### src/rtl/ldef_pkg.sv
// Purpose: constants of the led channel enable and fault register bank
// Assumes: apb register window, one byte-wide register per aligned word
// Notes:   printed offsets are not all multiples of four, so they are indices
package ldef_pkg;

    // -----------------------------------------------------------------
    // widths
    // -----------------------------------------------------------------
    localparam int unsigned NUM_CHANNELS = 18;
    localparam int unsigned REG_W        = 8;
    localparam int unsigned IDX_W        = 8;
    localparam int unsigned ADDR_W       = 12;

    // -----------------------------------------------------------------
    // register indices, byte address is four times the index
    // -----------------------------------------------------------------
    localparam logic [IDX_W-1:0] IDX_CHANNEL_ENABLE_MID   = 8'h44;
    localparam logic [IDX_W-1:0] IDX_CHANNEL_ENABLE_TOP   = 8'h45;
    localparam logic [IDX_W-1:0] IDX_GLOBAL_FAULT_SUMMARY = 8'h64;
    localparam logic [IDX_W-1:0] IDX_OPEN_STATUS_LOW      = 8'h65;
    localparam logic [IDX_W-1:0] IDX_OPEN_STATUS_MID      = 8'h66;
    localparam logic [IDX_W-1:0] IDX_OPEN_STATUS_TOP      = 8'h67;
    localparam logic [IDX_W-1:0] IDX_SHORT_STATUS_LOW     = 8'h86;
    localparam logic [IDX_W-1:0] IDX_SHORT_STATUS_MID     = 8'h87;
    localparam logic [IDX_W-1:0] IDX_SHORT_STATUS_TOP     = 8'h88;
    localparam logic [IDX_W-1:0] IDX_OPEN_FLAG_CLEAR      = 8'hA7;
    localparam logic [IDX_W-1:0] IDX_SHORT_FLAG_CLEAR     = 8'hA8;

    // -----------------------------------------------------------------
    // fields and reset values
    // -----------------------------------------------------------------
    localparam logic [REG_W-1:0] RST_CHANNEL_ENABLE_MID = 8'hFF;
    localparam logic [1:0]       RST_CHANNEL_ENABLE_TOP = 2'h3;
    localparam int unsigned      POS_GLOBAL_OPEN        = 1;
    localparam int unsigned      POS_GLOBAL_SHORT       = 0;
    localparam logic [3:0]       FLAG_CLEAR_KEY         = 4'hF;
    localparam logic [31:0]      READ_ZERO              = 32'h0000_0000;

endpackage

### src/rtl/ldef_apb_if.sv
// Purpose: apb slave front end, decodes word index and strobes
// Assumes: zero wait state, pready always high in access phase
// Notes:   unmapped index gives pslverr, reads as zero
`timescale 1ns/10ps
module ldef_apb_if
    import ldef_pkg::*;
(
    input  wire logic              psel,
    input  wire logic              penable,
    input  wire logic              pwrite,
    input  wire logic [ADDR_W-1:0] paddr,
    output logic                   wr_en,
    output logic                   rd_en,
    output logic      [IDX_W-1:0]  idx
);

    logic                          in_range;

    // access phase strobes, index from word address; upper address bits must be zero
    assign in_range = ~|paddr[ADDR_W-1:IDX_W+2];
    assign idx      = paddr[IDX_W+1:2];
    assign wr_en    = psel & penable & pwrite & in_range;
    assign rd_en    = psel & penable & ~pwrite & in_range;

endmodule // ldef_apb_if

### src/rtl/ldef_flag_bank.sv
// Purpose: sticky per-channel fault flags with a bulk clear
// Assumes: detect inputs are synchronous to mclk
// Notes:   a detect in the clear cycle wins over the clear
`timescale 1ns/10ps
module ldef_flag_bank
    import ldef_pkg::*;
#(
    parameter int unsigned N = NUM_CHANNELS
) (
    input  wire logic         mclk,
    input  wire logic         reset,
    input  wire logic [N-1:0] detect,
    input  wire logic         clear,
    output logic      [N-1:0] flags_r,
    output logic              any_r
);

    // -----------------------------------------------------------------
    // per channel sticky flag
    // -----------------------------------------------------------------
    for (genvar i = 0; i < N; i++) begin : g_flag
        always_ff @(posedge mclk or posedge reset) begin
            if (reset) begin
                flags_r[i] <= 1'b0;
            end else if (detect[i]) begin
                flags_r[i] <= 1'b1;
            end else if (clear) begin
                flags_r[i] <= 1'b0;
            end
        end
    end

    // summary follows the per channel flags
    always_ff @(posedge mclk or posedge reset) begin
        if (reset) begin
            any_r <= 1'b0;
        end else begin
            any_r <= (|detect) | ((|flags_r) & ~clear);
        end
    end

endmodule // ldef_flag_bank

### src/rtl/ldef_regs.sv
// Behaviour
// - enable bits 2..7 of mid register switch channels 10..15 on when one.
// - bit 1 of mid register drives channel 9, bit 0 channel 8.
// - mid enable register at 0x44 resets to all ones.
// - top register 0x45 holds channels 17,16 in bits 1,0; rest read zero.
// - global fault bit 1 reads one if any channel has an open fault.
// - global fault bit 0 reads one on any short; bits 7..2 read zero.
// - open status 0x65 shows channels 0..7, channel n at bit n.
// - open status 0x66 shows channels 8..15, channel 8+n at bit n.
// - open status 0x67 is decoded for the remaining channels.
// - short status registers at 0x86, 0x87, 0x88 are decoded.
// - open status top bit 1 is channel 17, bit 0 channel 16.
// - short bit reads one when shorted; channels map low, mid, top.
// - writing 0xF to 0xA7 clears all open flags, channel and global.
// - writing 0xF to 0xA8 clears all short flags, channel and global.
//
// Purpose: led channel enable and fault status register bank on apb
// Assumes: open and short detect pulses come synchronous to mclk
// Notes:   zero wait states; register index is byte address divided by four
//
// Register access over APB was chosen for this implementation.
`timescale 1ns/10ps
module ldef_regs
    import ldef_pkg::*;
(
    input  wire logic                    mclk,
    input  wire logic                    reset,
    input  wire logic                    psel,
    input  wire logic                    penable,
    input  wire logic                    pwrite,
    input  wire logic [ADDR_W-1:0]       paddr,
    input  wire logic [31:0]             pwdata,
    output logic      [31:0]             prdata,
    output logic                         pready,
    output logic                         pslverr,
    input  wire logic [NUM_CHANNELS-1:0] open_detect,
    input  wire logic [NUM_CHANNELS-1:0] short_detect,
    output logic      [NUM_CHANNELS-1:8] channel_enable
);

    // -----------------------------------------------------------------
    // declarations
    // -----------------------------------------------------------------
    logic                    wr_en;
    logic [IDX_W-1:0]        idx;
    logic [REG_W-1:0]        channel_enable_mid_r;
    logic [1:0]              channel_enable_top_r;
    logic [NUM_CHANNELS-1:0] open_flags;
    logic [NUM_CHANNELS-1:0] short_flags;
    logic                    open_any;
    logic                    short_any;
    logic                    open_clear;
    logic                    short_clear;
    logic [REG_W-1:0]        rd_nxt;
    logic                    hit;

    // -----------------------------------------------------------------
    // register map, byte address is index times four, data in bits 7..0
    // -----------------------------------------------------------------
    // 0x110  channel_enable_mid    rw  ch15..ch10 in 7..2, ch9 in 1, ch8 in 0
    // 0x114  channel_enable_top    rw  ch17 in 1, ch16 in 0, 7..2 read zero
    // 0x190  global_fault_summary  ro  open summary in 1, short summary in 0
    // 0x194  open_status_low       ro  ch7..ch0
    // 0x198  open_status_mid       ro  ch15..ch8
    // 0x19C  open_status_top       ro  ch17 in 1, ch16 in 0
    // 0x218  short_status_low      ro  ch7..ch0
    // 0x21C  short_status_mid      ro  ch15..ch8
    // 0x220  short_status_top      ro  ch17 in 1, ch16 in 0
    // 0x29C  open flag clear       wo  acts only on key 0xF in 3..0
    // 0x2A0  short flag clear      wo  acts only on key 0xF in 3..0
    // any other word address answers with pslverr, reads zero and ignores writes; address bits 1..0 are ignored
    // a detect in the cycle of its clear keeps the flag set, so no fault is lost

    // -----------------------------------------------------------------
    // bus front end
    // -----------------------------------------------------------------
    ldef_apb_if u_apb (
        .psel    (psel),
        .penable (penable),
        .pwrite  (pwrite),
        .paddr   (paddr),
        .wr_en   (wr_en),
        .rd_en   (),
        .idx     (idx)
    );

    // bulk clear strobes, only the key value acts
    assign open_clear  = wr_en && idx == IDX_OPEN_FLAG_CLEAR
                         && pwdata[3:0] == FLAG_CLEAR_KEY;
    assign short_clear = wr_en && idx == IDX_SHORT_FLAG_CLEAR
                         && pwdata[3:0] == FLAG_CLEAR_KEY;

    // -----------------------------------------------------------------
    // fault flag banks
    // -----------------------------------------------------------------
    ldef_flag_bank #(.N(NUM_CHANNELS)) u_open (
        .mclk    (mclk),
        .reset   (reset),
        .detect  (open_detect),
        .clear   (open_clear),
        .flags_r (open_flags),
        .any_r   (open_any)
    );

    ldef_flag_bank #(.N(NUM_CHANNELS)) u_short (
        .mclk    (mclk),
        .reset   (reset),
        .detect  (short_detect),
        .clear   (short_clear),
        .flags_r (short_flags),
        .any_r   (short_any)
    );

    // -----------------------------------------------------------------
    // enable registers
    // -----------------------------------------------------------------
    always_ff @(posedge mclk or posedge reset) begin
        if (reset) begin
            channel_enable_mid_r <= RST_CHANNEL_ENABLE_MID;
        end else if (wr_en && idx == IDX_CHANNEL_ENABLE_MID) begin
            channel_enable_mid_r <= pwdata[REG_W-1:0];
        end
    end

    // top enables, reserved bits not stored
    always_ff @(posedge mclk or posedge reset) begin
        if (reset) begin
            channel_enable_top_r <= RST_CHANNEL_ENABLE_TOP;
        end else if (wr_en && idx == IDX_CHANNEL_ENABLE_TOP) begin
            channel_enable_top_r <= pwdata[1:0];
        end
    end

    // enables to the current sinks, registered
    always_ff @(posedge mclk or posedge reset) begin
        if (reset) begin
            channel_enable <= {RST_CHANNEL_ENABLE_TOP, RST_CHANNEL_ENABLE_MID};
        end else begin
            channel_enable <= {channel_enable_top_r, channel_enable_mid_r};
        end
    end

    // -----------------------------------------------------------------
    // read decode; status registers have no write path
    // -----------------------------------------------------------------
    always_comb begin
        rd_nxt = '0;
        hit    = 1'b1;
        if (|paddr[ADDR_W-1:IDX_W+2]) begin
            hit = 1'b0;
        end else if (idx == IDX_CHANNEL_ENABLE_MID) begin
            rd_nxt = channel_enable_mid_r;
        end else if (idx == IDX_CHANNEL_ENABLE_TOP) begin
            rd_nxt = {6'h00, channel_enable_top_r};
        end else if (idx == IDX_GLOBAL_FAULT_SUMMARY) begin
            rd_nxt[POS_GLOBAL_OPEN]  = open_any;
            rd_nxt[POS_GLOBAL_SHORT] = short_any;
        end else if (idx == IDX_OPEN_STATUS_LOW) begin
            rd_nxt = open_flags[7:0];
        end else if (idx == IDX_OPEN_STATUS_MID) begin
            rd_nxt = open_flags[15:8];
        end else if (idx == IDX_OPEN_STATUS_TOP) begin
            rd_nxt = {6'h00, open_flags[17:16]};
        end else if (idx == IDX_SHORT_STATUS_LOW) begin
            rd_nxt = short_flags[7:0];
        end else if (idx == IDX_SHORT_STATUS_MID) begin
            rd_nxt = short_flags[15:8];
        end else if (idx == IDX_SHORT_STATUS_TOP) begin
            rd_nxt = {6'h00, short_flags[17:16]};
        end else if (idx == IDX_OPEN_FLAG_CLEAR || idx == IDX_SHORT_FLAG_CLEAR) begin
            rd_nxt = '0;                                        // write only
        end else begin
            hit = 1'b0;
        end
    end

    // -----------------------------------------------------------------
    // apb answer: registered, ready in the access cycle
    // -----------------------------------------------------------------
    always_ff @(posedge mclk or posedge reset) begin
        if (reset) begin
            pready <= 1'b0;
        end else begin
            pready <= psel & ~penable;                          // high in the access cycle
        end
    end

    // read data and error, launched with pready
    always_ff @(posedge mclk or posedge reset) begin
        if (reset) begin
            prdata  <= READ_ZERO;
            pslverr <= 1'b0;
        end else if (psel & ~penable) begin
            prdata  <= pwrite ? READ_ZERO : {24'h00_0000, rd_nxt};
            pslverr <= ~hit;
        end else begin
            prdata  <= READ_ZERO;
            pslverr <= 1'b0;
        end
    end

endmodule // ldef_regs

### config.mk
export PLATFORM = sky130hd
export DESIGN_NAME = ldef_regs
export DESIGN_NICKNAME = d
export VERILOG_FILES = /design/src/rtl/ldef_pkg.sv /design/src/rtl/ldef_apb_if.sv /design/src/rtl/ldef_flag_bank.sv /design/src/rtl/ldef_regs.sv
export SDC_FILE = /design/constraint.sdc
export NUM_CORES = 1
export LEC_CHECK = 0
export BUFFER_PORTS_ARGS = -buffer_cell sky130_fd_sc_hd__buf_2
export CAP_MARGIN = 20
export CORE_UTILIZATION = 30
export DETAILED_ROUTE_END_ITERATION = 10
export GPL_TIMING_DRIVEN = 0
export PLACE_DENSITY = 0.63
export SETUP_SLACK_MARGIN = 0.2
export SLEW_MARGIN = 10
export SYNTH_ARGS = -nofsm -noshare
export SYNTH_HDL_FRONTEND = slang
export SYNTH_SLANG_ARGS = --single-unit
### constraint.sdc
create_clock -name mclk -period 1.8 [get_ports mclk]
set_clock_uncertainty 0.15 [all_clocks]
set_input_delay 0 -clock mclk [delete_from_list [all_inputs] [get_ports mclk]]
set_output_delay 0 -clock mclk [all_outputs]
set_load 0.005 [all_outputs]
# Word level (Yosys, flattened, before mapping)
# Index checks and enable logic that the tools add are counted.
# word_totals
regBits	92
# op_classes
n_eq_ne	12
mux	63
bitwise_logic	12
n_reduce_logical	49
# ops
operator	n
$mux 8	10
$reduce_bool 2->1	36
$reduce_or 18->1	4
$mux 1	50
$eq 8x7->1 const B	6
$eq 8x8->1 const B	5
$and 1x1->1	6
$logic_and 1x1->1	6
$mux 6	1
$eq 4x4->1 const B	1
$mux 2	2
$not 1->1	4
$or 1x1->1	2
$reduce_or 2->1	1
$logic_not 1->1	1
$logic_or 1x1->1	1

# Longest topological paths before layout
# logic_depth
depth_word	15
mapped_depth	7
ltp_nobuf	5

# Hierarchy
# From an unflattened synthesis, not the netlist that was laid out.
# unflattened
cells_unflattened	312
area_unflattened_um2	3475.8
# by_module_without_submodules
mod	n_inst	cells_per_inst	area_each_um2	seq_area_each_um2
ldef_regs	1	195	1964.4	775.7
ldef_flag_bank	2	53	713.2	475.5
ldef_apb_if	1	11	85.1	0.0

# Least setup slack after synthesis
# OpenSTA, ideal clock, no wires.
# synth_timing
path_type	reg2reg
startpoint	register u_open.flags_r[13]
endpoint	register u_open.any_r
setup_time_ns	0.124
arrival_time_ns	1.600
required_ns	1.526
setup_slack_ns	-0.074
path_stages_with_launch	4
n_path_buf	0
synth_period_minus_slack_ns	1.874
path_cell_list	dfrtp_1 > or4_1 > or4_1 > a211o_1
# synth_via
elab_chain_cells	3
# synth_rtl
item	line_no	rtl
from (decl)	ldef_flag_bank.sv:14	output logic [N-1:0] flags_r,
from (signal, indexed assignment)	ldef_flag_bank.sv:24	flags_r[i] <= 1'b0;
from (signal, indexed assignment)	ldef_flag_bank.sv:26	flags_r[i] <= 1'b1;
from (signal, indexed assignment)	ldef_flag_bank.sv:28	flags_r[i] <= 1'b0;
$reduce_or 18->1	ldef_flag_bank.sv:38	any_r <= (|detect) | ((|flags_r) & ~clear);
$and 1x1->1	ldef_flag_bank.sv:38	
$or 1x1->1	ldef_flag_bank.sv:38	
to (signal assigned)	ldef_flag_bank.sv:38	
to (decl)	ldef_flag_bank.sv:15	output logic any_r
# No other way between the ends.
# A chain may end at the register's enable or synchronous reset.

# Worst setup path after layout
# Ends and elaborated chain as after synthesis.

==> impl_metrics.env <==
export IMPL_ys_warn_count=0
export IMPL_crit_fanout=3
export IMPL_avgViaCountPerCell=4.66
export IMPL_relSlewSlack_pct=54.2
export IMPL_dp_hpwl_mm=6.26
export IMPL_routed_via_count=2756
export IMPL_path_cells="or4_1 -> or4_1 -> a211o_1"
export IMPL_dpl_cell_count=515
export IMPL_die_w_um=106
export IMPL_areaGrowthSynthToFinish_pct=47.3
export IMPL_n_antenna_cell=0
export IMPL_wire_per_inst_um=14.2
export IMPL_p_leak_nw=2.09
export IMPL_dp_slack_ps=-141
export IMPL_outcome="finished, violations left"
export IMPL_drtIter0Drc=70
export IMPL_setup_violations=2
export IMPL_synth_area_per_cell_um2=11.8
export IMPL_clock_fmax_mhz=536
export IMPL_place_gp_congestion=0.841
export IMPL_cp_end_kind="flip-flop"
export IMPL_clkTransAtPathRegs_ps=80
export IMPL_wirelength_mm=8.43
export IMPL_layout_cells_non_filler=592
export IMPL_ys_flop_type="dfrtp_1"
export IMPL_num_rows=37
export IMPL_crit_start="u_open.flags_r[13]$_DFFE_PP0P_"
export IMPL_grt_max_degree=37
export IMPL_fin_tns_setup_ps=-124
export IMPL_seq_area_frac_synth_pct=53.0
export IMPL_critPathMostFrequentCell="or4_1"
export IMPL_fin_crit_sh_pct=104
export IMPL_slowest_delay_ps=510
export IMPL_final_min_clock_period_ps=1870
export IMPL_rrSetupSlack_ps=-70
export IMPL_fillCellCount=975
export IMPL_fin_nets=536
export IMPL_tritoncts="done"
export IMPL_crit_slowest_cell="or4_1"
export IMPL_h_tree_depth=3
export IMPL_holdPathStages=5
export IMPL_worst_skew_pair_late_latency_ps=350
export IMPL_synth_seq_cells=68
export IMPL_r2r_cells=3
export IMPL_core_um2=10400
export IMPL_multi_input_comb_area_um2=1400
export IMPL_whs_endpoint="u_open.flags_r[16]$_DFFE_PP0P_"
export IMPL_rsz0062_at_grt="yes"
export IMPL_grt_antenna_before_repair=0
export IMPL_synth_edff_count=0
export IMPL_drv_slew=0
export IMPL_min_path_type="input port to flip-flop"
export IMPL_clock_sinks=68
export IMPL_port_buffers=77
export IMPL_drc=0
export IMPL_cts_max_path_buffers=2
export IMPL_start_util_pct=31.3
export IMPL_grt_pass1_vias=2802
export IMPL_track_usage_pct=15.6
export IMPL_overflow=0
export IMPL_setup_slack_ps=-66.3
export IMPL_die_area_um2=11300
export IMPL_cp_required_ps=1880
export IMPL_syn_instance_count=276
export IMPL_peakVddDrop_uv=332
export IMPL_violations="negative setup slack"
export IMPL_crit_arrival_ps=1950
export IMPL_utilization_pct=46.0
export IMPL_cts_made_buffers=9
export IMPL_layout_drive_gt1_share_pct=40.4
export IMPL_grt_pass1_wl_mm=13.4
export IMPL_worstSetupStartpointType="flip-flop"
export IMPL_first_pass_iters=4
export IMPL_finalHoldViolCount=0
export IMPL_synth_area_um2=3260
export IMPL_synth_distinct_cells=48
export IMPL_fp_dieH_um=106
export IMPL_cts_root_buf="clkbuf_8"
export IMPL_rr_startpoint="u_open.flags_r[13]$_DFFE_PP0P_"
export IMPL_crit_type="flip-flop to flip-flop"
export IMPL_fin_area_um2=4800
export IMPL_placed_cell_area_um2=3950
export IMPL_r2r_end="u_open.any_r$_DFF_PP0_"
export IMPL_tightest_slew_ps=678
export IMPL_hp_start="pwdata[3]"
export IMPL_async_flop_share_pct=100
export IMPL_powerDensity_nw_per_um2=682
export IMPL_ant_nets=0
export IMPL_io_pins=129
export IMPL_drv_cap=0
export IMPL_seqCellArea_um2=1730
kinds of logic after synthesis:
family,count (synthesis),synth area share [%]
AO/OA/AOI/OAI,77,18.1
AND/OR/NAND/NOR,77,16.1
flip-flops,68,53.0
buffers and inverters,38,7.69
multiplexers,15,5.00
other,1,0.115
layout by cell type (no fill, tap or decap), types with 5 or more instances in the layout:
master / instances
a21o_1: 44
dfstp_2: 20
nand3_1: 5
nor2_1: 11
nand2_1: 5
mux2_2: 10
a21oi_1: 5
a32o_1: 6
clkbuf_8: 9
dfrtp_1: 48
a211o_1: 7
dlygate4sd3_1: 50
conb_1: 24
buf_2: 78
buf_4: 35
nor4_1: 10
or4_1: 6
per-layer routing:
| layer | track usage [%] | vias up | share of wire [%] |
|---|---|---|---|
| met1 | 18.8 | 1329 | 43 |
| li1 | - | 1331 | - |
| met5 | 0 | - | 0 |
| met3 | 3.43 | 10 | 4.8 |
| met2 | 26.9 | 86 | 51 |
| met4 | 5.95 | 0 | 1.1 |
power by group:
group | switching (mW) | total (mW) | leakage, nW | internal [mW]
sequential | 0.00166 | 1.54 | 0.676 | 1.53
combinational | 0.153 | 0.345 | 1.30 | 0.192
clock | 0.601 | 1.39 | 0.114 | 0.788
total | 0.756 | 3.27 | 2.09 | 2.52
worst max-delay path, delay by kind of cell (launching register included):
family | cells | cell delay (ps)
AOI/OAI and AO/OA | 1 | 280
and+or+nand+nor | 2 | 920
DFF | 1 | 400
worst max path at each step:
stage	to	slack, ps	cells past startpoint
2_1_floorplan	u_open.any_r$_DFF_PP0_	30	3
3_3_place_gp	prdata[6]$_DFF_PP0_	-150	5
3_5_place_dp	prdata[5]$_DFF_PP0_	-140	6
4_1_cts	u_open.any_r$_DFF_PP0_	-60	3
5_1_grt	u_short.any_r$_DFF_PP0_	-110	4
6_report	u_open.any_r$_DFF_PP0_	-70	3
Yosys cell counts, drive strengths merged, types with 2 or more instances:
library cell / count / share of area (%)
dfrtp: 48 / 37
a21o: 44 / 10
buf: 30 / 6.7
dfstp: 20 / 16
nor4: 16 / 4.0
nor2: 11 / 1.3
mux2: 10 / 3.5
a211o: 7 / 1.9
nand2: 7 / 0.96
a32o: 6 / 1.8
nand3: 6 / 1.3
nor3b: 6 / 1.7
or4: 6 / 1.4
a21oi: 5 / 0.77
inv: 5 / 0.58
mux2i: 5 / 1.5
o21ai: 4 / 0.61
clkbuf: 3 / 0.38
nand2b: 3 / 0.58
nand4: 3 / 0.58
nor2b: 3 / 0.58
o211ai: 3 / 0.69
a32oi: 2 / 0.54
a41o: 2 / 0.61
and2: 2 / 0.38
and3b: 2 / 0.54
nor3: 2 / 0.31
o32ai: 2 / 0.54
or3: 2 / 0.38
or3b: 2 / 0.54
timing repair:
action,in CTS,in global routing
hold endpoints to repair,120,0
hold buffers,50,0
gates resized for setup,2,7
buffers inserted,3,8
setup endpoints to repair,2,33
pin swaps,0,7
per-stage QoR:
step | hold WS, ps | power (mW)
CTS | 64.4 | 3.30
detailed placement | -224 | 1.83
global placement | 45.6 | 1.81
global route | 91.1 | 3.39
floorplan | -57.7 | 1.70
finish | 77.9 | 3.27
registers in the layout, summed over array words and instances, names as in the netlist:
name,cells
u_open.flags_r,18
u_short.flags_r,18
channel_enable,10
channel_enable_mid_r,8
prdata,8
channel_enable_top_r,2
pready,1
pslverr,1
u_open.any_r,1
u_short.any_r,1
layout make-up:
class	count	share of cell area [%]
Multi-Input combinational cell	193	29.2
Buffer	33	4.88
Sequential cell	68	36.0
Tap cell	136	3.55
Clock inverter	7	2.09
Timing Repair Buffer	141	21.3
Clock buffer	9	2.58
Inverter	5	0.470
Note: power is estimated with default switching activity, not from simulation.
